File: src/core/acsr_map.vh
// Register map, field positions and reset values of the channel select and readout block.
// Assumes a 32-bit Wishbone slave; byte address is four times the register index.
`ifndef ACSR_MAP_VH
`define ACSR_MAP_VH

// Register indices (byte address = index * 4)
`define ACSR_IDX_STATUS 3'h0
`define ACSR_IDX_MODE 3'h1
`define ACSR_IDX_CONFIG 3'h2
`define ACSR_IDX_RESULT 3'h3
`define ACSR_IDX_IDENT 3'h4
`define ACSR_IDX_IRQ_STATUS 3'h5
`define ACSR_IDX_IRQ_MASK 3'h6

// Mode register fields
`define ACSR_MODE_APPEND 0

// Configuration register fields
`define ACSR_CFG_CH_LSB 0
`define ACSR_CFG_CH_MSB 7
`define ACSR_CFG_TEMP 8
`define ACSR_CFG_SHORT 9
`define ACSR_CFG_PSEUDO 10
`define ACSR_CFG_GAIN_LSB 12
`define ACSR_CFG_GAIN_MSB 14
`define ACSR_CFG_RESET 32'h00000001

// Status register fields
`define ACSR_ST_IND_LSB 0
`define ACSR_ST_IND_MSB 3
`define ACSR_ST_GAIN_ERR 6
`define ACSR_ST_NOT_READY 7

// Interrupt status and mask bits
`define ACSR_IRQ_NEW_RESULT 0
`define ACSR_IRQ_READ_DONE 1
`define ACSR_IRQ_BITS 2

// Result register
`define ACSR_RESULT_RESET 24'h000000
`define ACSR_RESULT_BITS 24
`define ACSR_APPEND_BITS 32

// Sequencer slots: channel enables 0..7, then temperature, then shorted input
`define ACSR_SLOT_TEMP 4'h8
`define ACSR_SLOT_SHORT 4'h9
`define ACSR_SLOTS 10

// Channel indicator codes
`define ACSR_IND_TEMP 4'h8
`define ACSR_IND_SHORT 4'h9

// Analog input codes for the front-end mux
`define ACSR_IN_COMMON 4'h0
`define ACSR_IN_TEMP 4'hE
`define ACSR_IN_NONE 4'hF

// Gain codes
`define ACSR_GAIN_X1 3'h0
`define ACSR_GAIN_R1 3'h1
`define ACSR_GAIN_R2 3'h2

`endif

File: src/core/acsr_chan_decode.v
// Combinational channel decode: sequencer slot and input mode to mux, indicator and pair.
// Assumes slot is 0..9 as defined in acsr_map.vh; other slots decode as no input.
`timescale 1ns/1ps
`default_nettype none
`include "acsr_map.vh"

module acsr_chan_decode (
    input wire [3:0] slot,
    input wire pseudo,
    output reg [3:0] indicator,
    output reg [3:0] pos_in,
    output reg [3:0] neg_in,
    output reg [2:0] cal_pair,
    output reg cal_pair_valid
);
    always @* begin
        indicator = slot;
        pos_in = `ACSR_IN_NONE;
        neg_in = `ACSR_IN_NONE;
        cal_pair = 3'h0;
        cal_pair_valid = 1'b0;
        if (slot < 4'h8) begin
            cal_pair_valid = 1'b1;
            if (pseudo) begin
                pos_in = slot + 4'h1;
                neg_in = `ACSR_IN_COMMON;
                cal_pair = slot[2] ? 3'h4 : {1'b0, slot[1:0]};
            end else begin
                pos_in = {slot[1:0], 1'b0} + 4'h1;
                neg_in = {slot[1:0], 1'b0} + 4'h2;
                cal_pair = {1'b0, slot[1:0]};
            end
        end else if (slot == `ACSR_SLOT_TEMP) begin
            indicator = `ACSR_IND_TEMP;
            pos_in = `ACSR_IN_TEMP;
            neg_in = `ACSR_IN_TEMP;
        end else if (slot == `ACSR_SLOT_SHORT) begin
            indicator = `ACSR_IND_SHORT;
            cal_pair_valid = 1'b1;
            pos_in = pseudo ? `ACSR_IN_COMMON : 4'h2;
            neg_in = pseudo ? `ACSR_IN_COMMON : 4'h2;
        end
    end
endmodule // acsr_chan_decode

`default_nettype wire

File: src/core/acsr_top.v
// Channel sequencer, result register, status, identification and serial readout.
// Assumes a classic Wishbone master on clk, conversion words from the modulator on clk,
// and a host serial clock and select that are asynchronous and sampled here.
`timescale 1ns/1ps
`default_nettype none
`include "acsr_map.vh"

module acsr_top #(
    parameter [7:0] ID_VALUE = 8'hA5 // Arbitrary identification value
) (
    input wire clk,
    input wire arst_n,
    input wire wb_cyc_i,
    input wire wb_stb_i,
    input wire wb_we_i,
    input wire [4:0] wb_adr_i,
    input wire [3:0] wb_sel_i,
    input wire [31:0] wb_dat_i,
    output reg [31:0] wb_dat_o,
    output reg wb_ack_o,
    input wire conv_valid,
    input wire [23:0] conv_data,
    input wire ser_clk,
    input wire ser_cs_n,
    output reg ser_dout,
    output reg rdy_n,
    output reg irq,
    output reg [3:0] ain_pos,
    output reg [3:0] ain_neg,
    output reg [2:0] cal_pair,
    output reg cal_pair_valid,
    output reg [3:0] channel_indicator,
    output reg [2:0] gain_log2
);
    // Byte-lane merge for register writes
    function [31:0] merge_sel;
        input [31:0] old_v;
        input [31:0] new_v;
        input [3:0] sel;
        integer b;
        begin
            merge_sel = old_v;
            for (b = 0; b < 4; b = b + 1) begin
                if (sel[b])
                    merge_sel[b*8 +: 8] = new_v[b*8 +: 8];
            end
        end
    endfunction

    // Next enabled slot above cur, else the lowest enabled one
    function [3:0] next_slot;
        input [9:0] en;
        input [3:0] cur;
        integer k;
        reg found;
        begin
            found = 1'b0;
            next_slot = cur;
            for (k = `ACSR_SLOTS - 1; k >= 0; k = k - 1) begin
                if (en[k] && (k > cur)) begin
                    next_slot = k[3:0];
                    found = 1'b1;
                end
            end
            if (!found) begin
                for (k = `ACSR_SLOTS - 1; k >= 0; k = k - 1) begin
                    if (en[k])
                        next_slot = k[3:0];
                end
            end
        end
    endfunction

    reg [31:0] mode_reg;
    reg [31:0] config_reg;
    reg [23:0] result;
    reg [3:0] result_ind;
    reg gain_err;
    reg [`ACSR_IRQ_BITS-1:0] irq_status;
    reg [`ACSR_IRQ_BITS-1:0] irq_mask;
    reg [3:0] slot;

    wire [9:0] enables = {config_reg[`ACSR_CFG_SHORT], config_reg[`ACSR_CFG_TEMP],
                          config_reg[`ACSR_CFG_CH_MSB:`ACSR_CFG_CH_LSB]};
    wire pseudo = config_reg[`ACSR_CFG_PSEUDO];
    wire append = mode_reg[`ACSR_MODE_APPEND];
    wire [2:0] gain_code = config_reg[`ACSR_CFG_GAIN_MSB:`ACSR_CFG_GAIN_LSB];
    wire [7:0] status_byte = {rdy_n, gain_err, 2'b00, result_ind};

    // Wishbone decode
    // Ack low gates the take, so one request gives exactly one ack
    wire wb_req = wb_cyc_i && wb_stb_i && !wb_ack_o;
    wire [2:0] reg_idx = wb_adr_i[4:2];
    wire wr_mode = wb_req && wb_we_i && (reg_idx == `ACSR_IDX_MODE);
    wire wr_config = wb_req && wb_we_i && (reg_idx == `ACSR_IDX_CONFIG);
    wire wr_mask = wb_req && wb_we_i && (reg_idx == `ACSR_IDX_IRQ_MASK);
    wire rd_result = wb_req && !wb_we_i && (reg_idx == `ACSR_IDX_RESULT);
    wire rd_irq = wb_req && !wb_we_i && (reg_idx == `ACSR_IDX_IRQ_STATUS);
    // Config as it will stand after this write; the sequencer restarts from it
    wire [31:0] cfg_merged = merge_sel(config_reg, wb_dat_i, wb_sel_i);

    // Serial pin synchronisers
    reg sclk_s1, sclk_s2, sclk_d;
    reg cs_s1, cs_s2, cs_d;
    always @(posedge clk or negedge arst_n) begin
        if (!arst_n) begin
            sclk_s1 <= 1'b1;
            sclk_s2 <= 1'b1;
            sclk_d <= 1'b1;
            cs_s1 <= 1'b1;
            cs_s2 <= 1'b1;
            cs_d <= 1'b1;
        end else begin
            sclk_s1 <= ser_clk;
            sclk_s2 <= sclk_s1;
            sclk_d <= sclk_s2;
            cs_s1 <= ser_cs_n;
            cs_s2 <= cs_s1;
            cs_d <= cs_s2;
        end
    end
    wire sclk_rise = sclk_s2 && !sclk_d;
    wire sclk_fall = !sclk_s2 && sclk_d;
    wire cs_fall = !cs_s2 && cs_d;
    wire cs_active = !cs_s2;

    // Serial readout of result, optionally followed by status
    reg [31:0] shift;
    reg [5:0] bits_left;
    reg ser_busy;
    reg ser_done;
    always @(posedge clk or negedge arst_n) begin
        if (!arst_n) begin
            shift <= 32'h00000000;
            bits_left <= 6'h00;
            ser_busy <= 1'b0;
            ser_done <= 1'b0;
            ser_dout <= 1'b0;
        end else begin
            ser_done <= 1'b0;
            if (!cs_active) begin
                ser_busy <= 1'b0;
            end else if (cs_fall) begin
                // Snapshot at select so a new result cannot tear the frame
                shift <= {result, status_byte};
                bits_left <= append ? 6'h20 : 6'h18;
                ser_busy <= 1'b1;
                ser_dout <= result[23];
            end else if (ser_busy) begin
                // First fall re-drives the MSB; the host samples on each rise
                if (sclk_fall) begin
                    shift <= {shift[30:0], 1'b0};
                    ser_dout <= shift[31];
                end
                if (sclk_rise) begin
                    bits_left <= bits_left - 6'h01;
                    if (bits_left == 6'h01) begin
                        ser_busy <= 1'b0;
                        ser_done <= 1'b1;
                    end
                end
            end
        end
    end

    // Channel sequencer and result capture
    wire [3:0] dec_ind, dec_pos, dec_neg;
    wire [2:0] dec_pair;
    wire dec_pair_valid;
    acsr_chan_decode u_dec (
        .slot(slot),
        .pseudo(pseudo),
        .indicator(dec_ind),
        .pos_in(dec_pos),
        .neg_in(dec_neg),
        .cal_pair(dec_pair),
        .cal_pair_valid(dec_pair_valid)
    );

    wire take_result = conv_valid && (enables != 10'h000);
    wire read_done = ser_done || rd_result;

    always @(posedge clk or negedge arst_n) begin
        if (!arst_n) begin
            slot <= 4'h0;
            result <= `ACSR_RESULT_RESET;
            result_ind <= 4'h0;
            rdy_n <= 1'b1;
        end else begin
            // A config write restarts the scan at the lowest enabled slot
            if (wr_config) begin
                slot <= next_slot(cfg_merged[9:0], 4'hF);
            end else if (take_result) begin
                slot <= next_slot(enables, slot);
            end
            if (take_result) begin
                result <= conv_data;
                result_ind <= dec_ind;
            end
            // New result wins over a read finishing in the same cycle
            if (take_result)
                rdy_n <= 1'b0;
            else if (read_done)
                rdy_n <= 1'b1;
        end
    end

    // Registered front-end selection
    // A slot change shows one cycle later on the mux and pair fields; channel_indicator follows result_ind, the slot of the last result
    always @(posedge clk or negedge arst_n) begin
        if (!arst_n) begin
            ain_pos <= `ACSR_IN_NONE;
            ain_neg <= `ACSR_IN_NONE;
            cal_pair <= 3'h0;
            cal_pair_valid <= 1'b0;
            channel_indicator <= 4'h0;
        end else begin
            ain_pos <= dec_pos;
            ain_neg <= dec_neg;
            cal_pair <= dec_pair;
            cal_pair_valid <= dec_pair_valid;
            channel_indicator <= result_ind;
        end
    end

    // Gain decode; reserved codes keep the last valid gain
    always @(posedge clk or negedge arst_n) begin
        if (!arst_n) begin
            gain_log2 <= 3'h0;
            gain_err <= 1'b0;
        end else begin
            // Valid codes equal log2 of the gain, so the code passes straight through
            case (gain_code)
                `ACSR_GAIN_R1, `ACSR_GAIN_R2: begin
                    gain_err <= 1'b1;
                end
                default: begin
                    gain_err <= 1'b0;
                    gain_log2 <= gain_code;
                end
            endcase
        end
    end

    // Control registers, interrupts and bus answer
    wire [`ACSR_IRQ_BITS-1:0] irq_events = {ser_done, take_result};
    reg [31:0] rd_data;
    always @* begin
        rd_data = 32'h00000000;
        case (reg_idx)
            `ACSR_IDX_STATUS: rd_data = {24'h000000, status_byte};
            `ACSR_IDX_MODE: rd_data = mode_reg;
            `ACSR_IDX_CONFIG: rd_data = config_reg;
            `ACSR_IDX_RESULT: rd_data = append ? {status_byte, result} : {8'h00, result};
            `ACSR_IDX_IDENT: rd_data = {24'h000000, ID_VALUE};
            `ACSR_IDX_IRQ_STATUS: rd_data = {30'h00000000, irq_status};
            `ACSR_IDX_IRQ_MASK: rd_data = {30'h00000000, irq_mask};
            default: rd_data = 32'h00000000;
        endcase
    end

    always @(posedge clk or negedge arst_n) begin
        if (!arst_n) begin
            mode_reg <= 32'h00000000;
            config_reg <= `ACSR_CFG_RESET;
            irq_status <= {`ACSR_IRQ_BITS{1'b0}};
            irq_mask <= {`ACSR_IRQ_BITS{1'b0}};
            wb_ack_o <= 1'b0;
            wb_dat_o <= 32'h00000000;
            irq <= 1'b0;
        end else begin
            wb_ack_o <= wb_req;
            if (wb_req)
                wb_dat_o <= wb_we_i ? 32'h00000000 : rd_data;
            if (wr_mode)
                mode_reg <= merge_sel(mode_reg, wb_dat_i, wb_sel_i) & 32'h00000001;
            if (wr_config)
                config_reg <= cfg_merged & 32'h000077FF;
            if (wr_mask)
                irq_mask <= wb_dat_i[`ACSR_IRQ_BITS-1:0] & {`ACSR_IRQ_BITS{wb_sel_i[0]}};
            // Event in the clearing cycle stays set
            if (rd_irq)
                irq_status <= irq_events;
            else
                irq_status <= irq_status | irq_events;
            irq <= |(irq_status & irq_mask);
        end
    end
endmodule // acsr_top

`default_nettype wire

File: config.mk
export PLATFORM = sky130hd
export DESIGN_NAME = acsr_top
export DESIGN_NICKNAME = d
export VERILOG_FILES = /design/src/core/acsr_chan_decode.v /design/src/core/acsr_top.v
export VERILOG_INCLUDE_DIRS = /design/src /design/src/core
export SDC_FILE = /design/constraint.sdc
export NUM_CORES = 1
export LEC_CHECK = 0
export BUFFER_PORTS_ARGS = -buffer_cell sky130_fd_sc_hd__buf_4
export CAP_MARGIN = 20
export CORE_MARGIN = 5
export CORE_UTILIZATION = 60
export CTS_CLUSTER_DIAMETER = 120
export DETAILED_ROUTE_END_ITERATION = 10
export PLACE_DENSITY = 0.85
export SYNTH_ARGS = -nofsm -noshare
export SYNTH_HDL_FRONTEND = slang
export SYNTH_SLANG_ARGS = --single-unit
File: constraint.sdc
create_clock -name clk -period 3.65 [get_ports clk]
set_input_delay 0.1825 -clock clk [delete_from_list [all_inputs] [get_ports clk]]
set_output_delay 0.1825 -clock clk [all_outputs]
set_load 0.1 [all_outputs]
---- After elaboration in Yosys (flattened, before gate mapping) ----
Cells that the tools add are included.
storage, ports and cells
  bits in read-only memories .............. 0
  memories kept ........................... 0
  register bits ........................... 153
  latch bits .............................. 0
  RAM bits ................................ 0
operators by class
  divide/modulo/power cells ............... 0
  mux-type cells .......................... 88
  shift-type cells ........................ 0
  $mul .................................... 0
  bitwise gates (word level) .............. 4
  eq/ne operators ......................... 11
  reductions and logical operators ........ 41
  magnitude comparators ................... 10
  add/subtract/negate cells ............... 4
operators with widths
  kind                                                count
  one-hot mux 32 bit (7 select lines)                 1
  2-to-1 mux 32 bit                                   5
  2-to-1 mux 4 bit                                    40
  2-to-1 mux 1 bit                                    30
  2-to-1 mux 6 bit                                    4
  logical AND 1 bit                                   22
  > comparator 3 x 4 -> 1 bit (first input constant)  4
  2-to-1 mux 3 bit                                    4
  nonzero test 10 bit                                 1
  nonzero test 2 bit                                  5
  == test 3 x 2 -> 1 bit (second input constant)      3
  == test 3 bit (second input constant)               3
  == test 4 bit (second input constant)               2
  > comparator 2 x 4 -> 1 bit (first input constant)  2
  > comparator 4 bit (first input constant)           2
  2-to-1 mux 8 bit                                    1
  == test 3 x 1 -> 1 bit (second input constant)      2
  == test 6 x 1 -> 1 bit (second input constant)      1
  2-to-1 mux 2 bit                                    3
  AND reduction 3 bit                                 2
  subtractor 6 x 1 -> 6 bit (second input constant)   1
  zero test 1 bit                                     5
  adder 3 x 1 -> 4 bit (second input constant)        1
  adder 3 x 2 -> 4 bit (second input constant)        1
  other kinds (10)                                    13

---- Logic depth before layout (Yosys ltp) ----
Gate-level depths: netlist (run 1).
  depth in word-level cells ............... 24
  gate-level depth with buffers ........... 9

---- Modules after synthesis ----
A second synthesis (run 1) with hierarchy kept.
unflattened totals
  cells, all modules ...................... 688
  area, all modules ....................... 6940.4 µm²
modules (own cells, without submodules)
  module            seq. area each (µm²)  area each (µm²)  times used  cells an instance
  acsr_top          3798.6                6712.7           1           648
  acsr_chan_decode  0.0                   227.7            1           40

---- Worst setup path after synthesis (run 1) ----
OpenSTA, ideal clock, no wires.
  path kind ............................... register -> register
  start point ............................. reg slot[0]
  end point ............................... reg slot[0]
  path buffers ............................ 1
  clock period less this slack ............ 2.146 ns
  cell stages (with the launch flop) ...... 10
  path slack .............................. 1.504 ns
  arrival ................................. 2.011 ns
  cell sequence ........................... dfrtp_1 -> buf_2 -> inv_1 -> ha_1 -> o21ai_1 -> a32oi_2 -> nand2_4 -> or4b_1 -> o2111ai_1 -> o221ai_2
on the way
  cells in the longest elaborated chain, start to end .. 24
  elaborated cells on any way between the ends .. 51
  classes of those cells .................. 9 x order compare; 33 x mux; 9 x reduce/logical
RTL lines
  element                         RTL line        RTL
  from (decl)                     acsr_top.v:81   reg [3:0] slot;
  from (signal assigned)          acsr_top.v:192  slot <= next_slot(cfg_merged[9:0], 4'hF);
  from (signal assigned)          acsr_top.v:194  slot <= next_slot(enables, slot);
  > comparator 4 bit              acsr_top.v:60   if (en[k] && (k > cur)) begin
  logical AND 1 bit               acsr_top.v:60
  2-to-1 mux 4 bit (9 in a row)   acsr_top.v:60
  2-to-1 mux 4 bit (10 in a row)  acsr_top.v:67   if (en[k])
  2-to-1 mux 4 bit *              acsr_top.v:65   if (!found) begin
  2-to-1 mux 4 bit *              acsr_top.v:193  end else if (take_result) begin
  2-to-1 mux 4 bit *              acsr_top.v:191  if (wr_config) begin
Every way passes the cells marked *; elsewhere a longest branch is shown, timed or not. The select of a mux whose other input is x is not followed.
A chain may end at the register's enable or synchronous reset.

---- Worst setup path after layout (run 1) ----
  start point ............................. reg slot[1]
  end point ............................... reg slot[0]
Same word-level chain as after synthesis.

==> results_dict.tcl, run 1 <==
set metrics [dict create \
    dp.cells 884 \
    wl_per_cell_um 20.2 \
    num_io_pins 128 \
    slew_viol_final 0 \
    drtIter0Drc 535 \
    synth-edff-count 0 \
    max_cap_violations 0 \
    relSlewSlack 0.516 \
    synth.top_cells.by_area "dfrtp_1 (48%), nand2_1 (7.7%), mux2i_1 (6.7%)" \
    hold_viol 0 \
    wl_mm 19.2 \
    insertion_delay_ns 0.42 \
    cts_made_buffers 17 \
    synthDominantCellAreaShare 0.484 \
    period_share 0.662 \
    yosysTopAreaCell "dfrtp_1" \
    cts_tree "yes" \
    min_to "config_reg[4]" \
    final.setup_skew_ns 0.00951 \
    r2r_slack_ns 1.23 \
    cp.required_ns 3.95 \
    stdcell_count 952 \
    status "complete, no violations" \
    die-area_mm2 0.0139 \
    finalNetCount 874 \
    antenna_found_initial 0 \
    crit_slowest_cell "dfrtp_1" \
    htree_levels 4 \
    async_flop_share 1.00 \
    whs_path_depth 2 \
    fin_crit_ns 2.42 \
    initial_core_util 0.611 \
    tightest_slew_ns 0.720 \
    hp-class "input port to register" \
    worstSetupEndpointType "register" \
    synth_xor_area_frac 0.00878 \
    muxShareOfSynthArea 0.0948 \
    vias_per_cell 5.99 \
    top_regs "shift: 32 flops, wb_dat_o: 30 flops, result: 24 flops" \
    critical_path_class "register to register" \
    synth.cell_area_mm2 0.00698 \
    rsz0062_at_grt "false" \
    fin_area_mm2 0.00877 \
    path_max_fanout 16 \
    cpPeakStageDelay_ns 0.69 \
    ys_types 70 \
    post-cts-setup-buffers 0 \
    ys_seq_area_frac 0.544 \
    top_register "shift" \
    die_x_um 118 \
    start_kind "register" \
    synth-simple-area-share 0.161 \
    synthTopCellsByCount "nand2_1 (144), dfrtp_1 (135), o21ai_0 (58)" \
    port-buffer-count 103 \
    core_mm2 0.0114 \
    grt_pass1_vias 5955 \
    globalplace.congestion 0.870 \
    placed_cell_area_mm2 0.00776 \
    netlist_instances 678 \
    r2r_start "slot[1]" \
    clk_pin_slew_worst_paths_ns 0.07 \
    dp_hpwl_mm 12.1 \
    grt_max_degree 121 \
    synth_most_common_cell "nand2_1" \
    ant_nets 0 \
    n_fill_cell 727 \
    synth_compound_area_frac 0.142 \
    synth_fa_ha_area_frac 0.00896 \
    synth_top_family_by_area "simple AND/OR/NAND/NOR gates" \
    ys.flop_type "dfrtp_1" \
    numClockSinks 151 \
    n_antenna_cell 0 \
    area_growth_pct 25.6 \
    arrival_ns 2.72 \
    grt_pass1_wl_mm 31.2 \
    firstDrtPassIters 6 \
    overflow 0 \
    pwr_density_cell_mw_per_mm2 733 \
    r2r.worst_path.cells 7 \
    finalSetupTns_ns 0 \
    clock.fmax_mhz 414 \
    yosys_register_bits 151 \
    hp-start "wb_dat_i[4]" \
    drive_gt1_frac 0.241 \
    clk_path_buf_depth 2 \
    fin_util 0.768 \
    whs_ns 0.0156 \
    yosys_warnings 0 \
    drc 0 \
    syn_avg_cell_area_um2 10.3 \
    setup_viol 0 \
    irDropWorstVdd_v 0.000742 \
    rows 39 \
    p_leak_uw 0.00407 \
    via_count 5706 \
    largest_register_ffs 32 \
    grt_usage 0.281 \
    die_h_um 118 \
    clock-root-buffer "clkbuf_16" \
    rr_endpoint "slot[0]" \
    cp_cell_sequence "ha_1, o21ai_1, a32oi_2, nand2_4, or4b_1, o2111ai_1, o221ai_2" \
]
## cells by family after synthesis
family / Yosys count
buffers and inverters: 60
other: 1
flip-flops: 151
AO/OA/AOI/OAI: 147
multiplexers: 64
AND/OR/NAND/NOR: 243
XOR/XNOR: 7
adder cells (fa/ha/maj): 5
## cell usage in the layout (no fill, tap or decap), types with 12 or more instances in the layout
cell type        n
nand2_1        144
dfrtp_1        135
dfstp_2         16
nor3_1          13
a22o_1          16
a21oi_1         18
buf_4          106
inv_1           12
mux2i_1         47
nor2_1          35
clkbuf_16       17
o21ai_0         58
dlygate4sd3_1   33
mux2_2          17
## metal layers
metal,global-route usage,wire [um]
met5,0,0
met4,0.108,524
met3,0.0697,1210
met2,0.471,9990
met1,0.352,7530
## worst max path at each step
stage,start,depth (start not counted),to
after global placement,config_reg[7],6,slot[1]
after global routing,slot[1],7,slot[0]
final,slot[1],7,slot[0]
after CTS,slot[0],8,slot[0]
after floorplan,slot[0],9,slot[0]
after detailed placement,slot[1],7,slot[0]
## report_power, final
group | internal (uW) | total, uW | switching (uW)
logic | 617 | 2080 | 1460
registers | 2110 | 2570 | 456
clock network | 1040 | 1790 | 741
total | 3770 | 6430 | 2660
## worst max-delay path, delay by kind of cell, from the launching register on
kind / cells / cell delay, ns
flip-flops: 1 / 0.69
AND/OR/NAND/NOR: 2 / 0.59
AO/OA/AOI/OAI: 4 / 0.66
adder cells (fa/ha/maj): 1 / 0.35
## per-stage QoR
stage                     setup slack [ns]  power [uW]
after floorplan                       1.50        4030
after global placement                1.27        4500
after detailed placement              1.24        4560
after CTS                             1.25        6400
after global routing                  1.05        6740
final                                 1.23        6430
## repair_timing
action                                 CTS  global route
resized for setup                        0             0
endpoints found under the hold margin  101             1
hold buffers                            32             1
## final cells by class
class                      count  area, um^2  area share
multi-input combinational    468        2920       0.333
tap                          143         179      0.0204
clock buffer                  18         439      0.0501
clock inverter                14         166      0.0190
inverter                      15        58.8     0.00670
timing repair buffer         143        1210       0.138
sequential                   151        3800       0.433
Power figures use the tool's default switching activity.
==> inputs of run 2 (changes only) <==
--- a/config.mk
+++ b/config.mk
@@ -6,13 +6,14 @@
 export SDC_FILE = /design/constraint.sdc
 export NUM_CORES = 1
 export LEC_CHECK = 0
+export ABC_AREA = 1
 export BUFFER_PORTS_ARGS = -buffer_cell sky130_fd_sc_hd__buf_4
 export CAP_MARGIN = 20
 export CORE_MARGIN = 5
-export CORE_UTILIZATION = 60
+export CORE_UTILIZATION = 50
 export CTS_CLUSTER_DIAMETER = 120
 export DETAILED_ROUTE_END_ITERATION = 10
-export PLACE_DENSITY = 0.85
+export PLACE_DENSITY = 0.76
 export SYNTH_ARGS = -nofsm -noshare
 export SYNTH_HDL_FRONTEND = slang
 export SYNTH_SLANG_ARGS = --single-unit
==> constraint.sdc (replaced) <==
create_clock -name clk -period 2.1 [get_ports clk]
set_input_delay 0.105 -clock clk [delete_from_list [all_inputs] [get_ports clk]]
set_output_delay 0.105 -clock clk [all_outputs]
set_load 0.1 [all_outputs]
==> run 2 against run 1 <==
Design area rose by 2.3%. Global-route usage fell by 5.2 points. Utilization fell by 9.0 points.
==> results_dict.tcl, run 2 <==
set metrics [dict create \
    status "complete, no violations" \
    place_ws_ns 0.0609 \
    grt_pass1_wl_mm 29.2 \
    max_cap_violations 0 \
    grt_max_degree 62 \
    final_cell_mix "nand2_1 (217), dfrtp_1 (131), buf_4 (131), inv_1 (70), o21ai_0 (70)" \
    dp.cells 1063 \
    top_regs "shift: 32 flops, wb_dat_o: 30 flops, result: 24 flops" \
    n_antenna_cell 0 \
    stdcell_count 1130 \
    whs_path_depth 3 \
    synth-edff-count 0 \
    yosys_warnings 0 \
    netlist_instances 783 \
    fin_crit_ns 2.09 \
    period_share 0.998 \
    yosysTopAreaCell "dfrtp_1" \
    final.setup_skew_ns 0.00959 \
    num_io_pins 128 \
    synthDominantCellAreaShare 0.502 \
    rsz0062_at_grt "true" \
    final_common_cell "nand2_1" \
    dp_hpwl_mm 12.1 \
    synth.cell_area_mm2 0.00673 \
    synth.top_cells.by_area "dfrtp_1 (50%), nand2_1 (12%), dfstp_2 (6.3%)" \
    synth_most_common_cell "nand2_1" \
    core_mm2 0.0132 \
    whs_ns 0.0220 \
    clk_pin_slew_worst_paths_ns 0.06 \
    hp-class "input port to register" \
    drtIter0Drc 539 \
    initial_core_util 0.508 \
    critical_path_class "register to register" \
    irDropWorstVdd_v 0.00111 \
    htree_levels 4 \
    rows 42 \
    cp.required_ns 2.40 \
    worstSetupEndpointType "register" \
    antenna_found_initial 0 \
    numClockSinks 151 \
    overflow 0 \
    setup_viol 0 \
    insertion_delay_ns 0.42 \
    cts_made_buffers 17 \
    wl_mm 17.9 \
    pwr_density_cell_mw_per_mm2 1260 \
    clock.fmax_mhz 477 \
    ant_nets 0 \
    firstDrtPassIters 5 \
    relSlewSlack 0.623 \
    grt_pass1_vias 5844 \
    slew_viol_final 0 \
    wl_per_cell_um 15.9 \
    n_fill_cell 1054 \
    p_total_uw 11300 \
    worst_slack_ns 0.00521 \
    ys.flop_type "dfrtp_1" \
    async_flop_share 1.00 \
    tightest_slew_ns 0.565 \
    start_kind "register" \
    die-area_mm2 0.0159 \
    top_register "shift" \
    die_h_um 126 \
    clock-root-buffer "clkbuf_16" \
    die_x_um 126 \
    ys_seq_area_frac 0.565 \
    area_growth_pct 33.4 \
    synthTopCellsByCount "nand2_1 (219), dfrtp_1 (135), inv_1 (70), o21ai_0 (70), nor2_1 (66)" \
    p_leak_uw 0.00435 \
    yosys_register_bits 151 \
    largest_register_ffs 32 \
    port-buffer-count 103 \
    path_max_fanout 5 \
    clk_path_buf_depth 2 \
    grt_usage 0.228 \
    via_count 5937 \
    hold_viol 0 \
    syn_avg_cell_area_um2 8.59 \
    globalplace.congestion 0.987 \
    ys_types 43 \
    cts_tree "yes" \
    arrival_ns 2.40 \
    r2r.worst_path.cells 24 \
    vias_per_cell 5.25 \
    drive_gt1_frac 0.232 \
    drc 0 \
    finalNetCount 1019 \
]
[run 2: path summary, 6_finish.rpt]
kind	to	start	slack, ns
max in group asynchronous	ain_neg[0]	arst_n	1.16
min	irq_mask[0]	wb_sel_i[0]	0.02
min reg2reg	cs_s2	cs_s1	0.36
max reg2reg	slot[0]	slot[0]	0.005
min in group asynchronous	channel_indicator[3]	arst_n	0.23
max	slot[0]	slot[0]	0.005
[run 2: worst max-delay path: stages (launching register included)]
cell and delay [ns]:
dfrtp_2 0.42, inv_2 0.07, buf_4 0.16, nor2_4 0.09
nand3_2 0.09, nand3_2 0.09, nand2_1 0.06, nand2_1 0.06
nand2_1 0.05, nand2_1 0.06, nand2_1 0.06, nand2_2 0.07
nand3_2 0.07, nand2_1 0.06, nand2_1 0.04, nand2_1 0.05
nand2_1 0.04, nand2_1 0.05, nand2_1 0.05, nand2_1 0.05
nand2_1 0.05, nand2_1 0.06, nand2_1 0.05, nand2_1 0.08
a21oi_2 0.05
[run 2: metrics by stage]
| step | utilization | setup TNS (ns) | instance area, um^2 |
|---|---|---|---|
| after floorplan | - | 0 | 6730 |
| final | 0.678 | 0 | 8980 |
| after CTS | 0.670 | 0 | 8870 |
| after global placement | 0.594 | 0 | 7870 |
| after detailed placement | 0.594 | 0 | 7870 |
| after global routing | 0.678 | -0.413 | 8980 |
[run 2: cell type report]
cell class | count | area [um^2] | area share
Clock buffer | 22 | 494 | 0.0551
Clock inverter | 10 | 163 | 0.0181
Inverter | 81 | 307 | 0.0342
Multi-Input combinational cell | 519 | 2570 | 0.286
Sequential cell | 151 | 3800 | 0.424
Tap cell | 176 | 220 | 0.0245
Timing Repair Buffer | 171 | 1420 | 0.158
[run 2: cell families (layout without fill, tap and decap cells)]
logic type / after synthesis / count (layout) / share of synthesized area
flip-flops: 151 / 151 / 0.565
AND/OR/NAND/NOR: 330 / 330 / 0.197
adder cells (fa/ha/maj): 5 / 5 / 0.00930
buffers and inverters: 114 / 284 / 0.0673
AO/OA/AOI/OAI: 180 / 180 / 0.158
XOR/XNOR: 2 / 2 / 0.00260
other: 1 / 2 / 0.000558
[run 2: power by group]
group          switching [uW]  internal [uW]
clock network            1180           2150
logic                    2820           1210
registers                 429           3510
[run 2: metal layers]
| layer | vias to the layer above | track usage | wire (um) |
|---|---|---|---|
| met4 | 0 | 0.0795 | 488 |
| met1 | 2825 | 0.300 | 7660 |
| met3 | 35 | 0.0529 | 1030 |
| met5 | - | 0 | 0 |
| met2 | 179 | 0.375 | 8740 |
| li1 | 2898 | - | - |
[run 2: repair_timing]
| item | in CTS | in global routing |
|---|---|---|
| gates resized for setup | 0 | 24 |
| endpoints found under the setup margin | 0 | 3 |
| hold buffers | 34 | 0 |
| setup buffers | 0 | 1 |
| endpoints found under the hold margin | 89 | 0 |
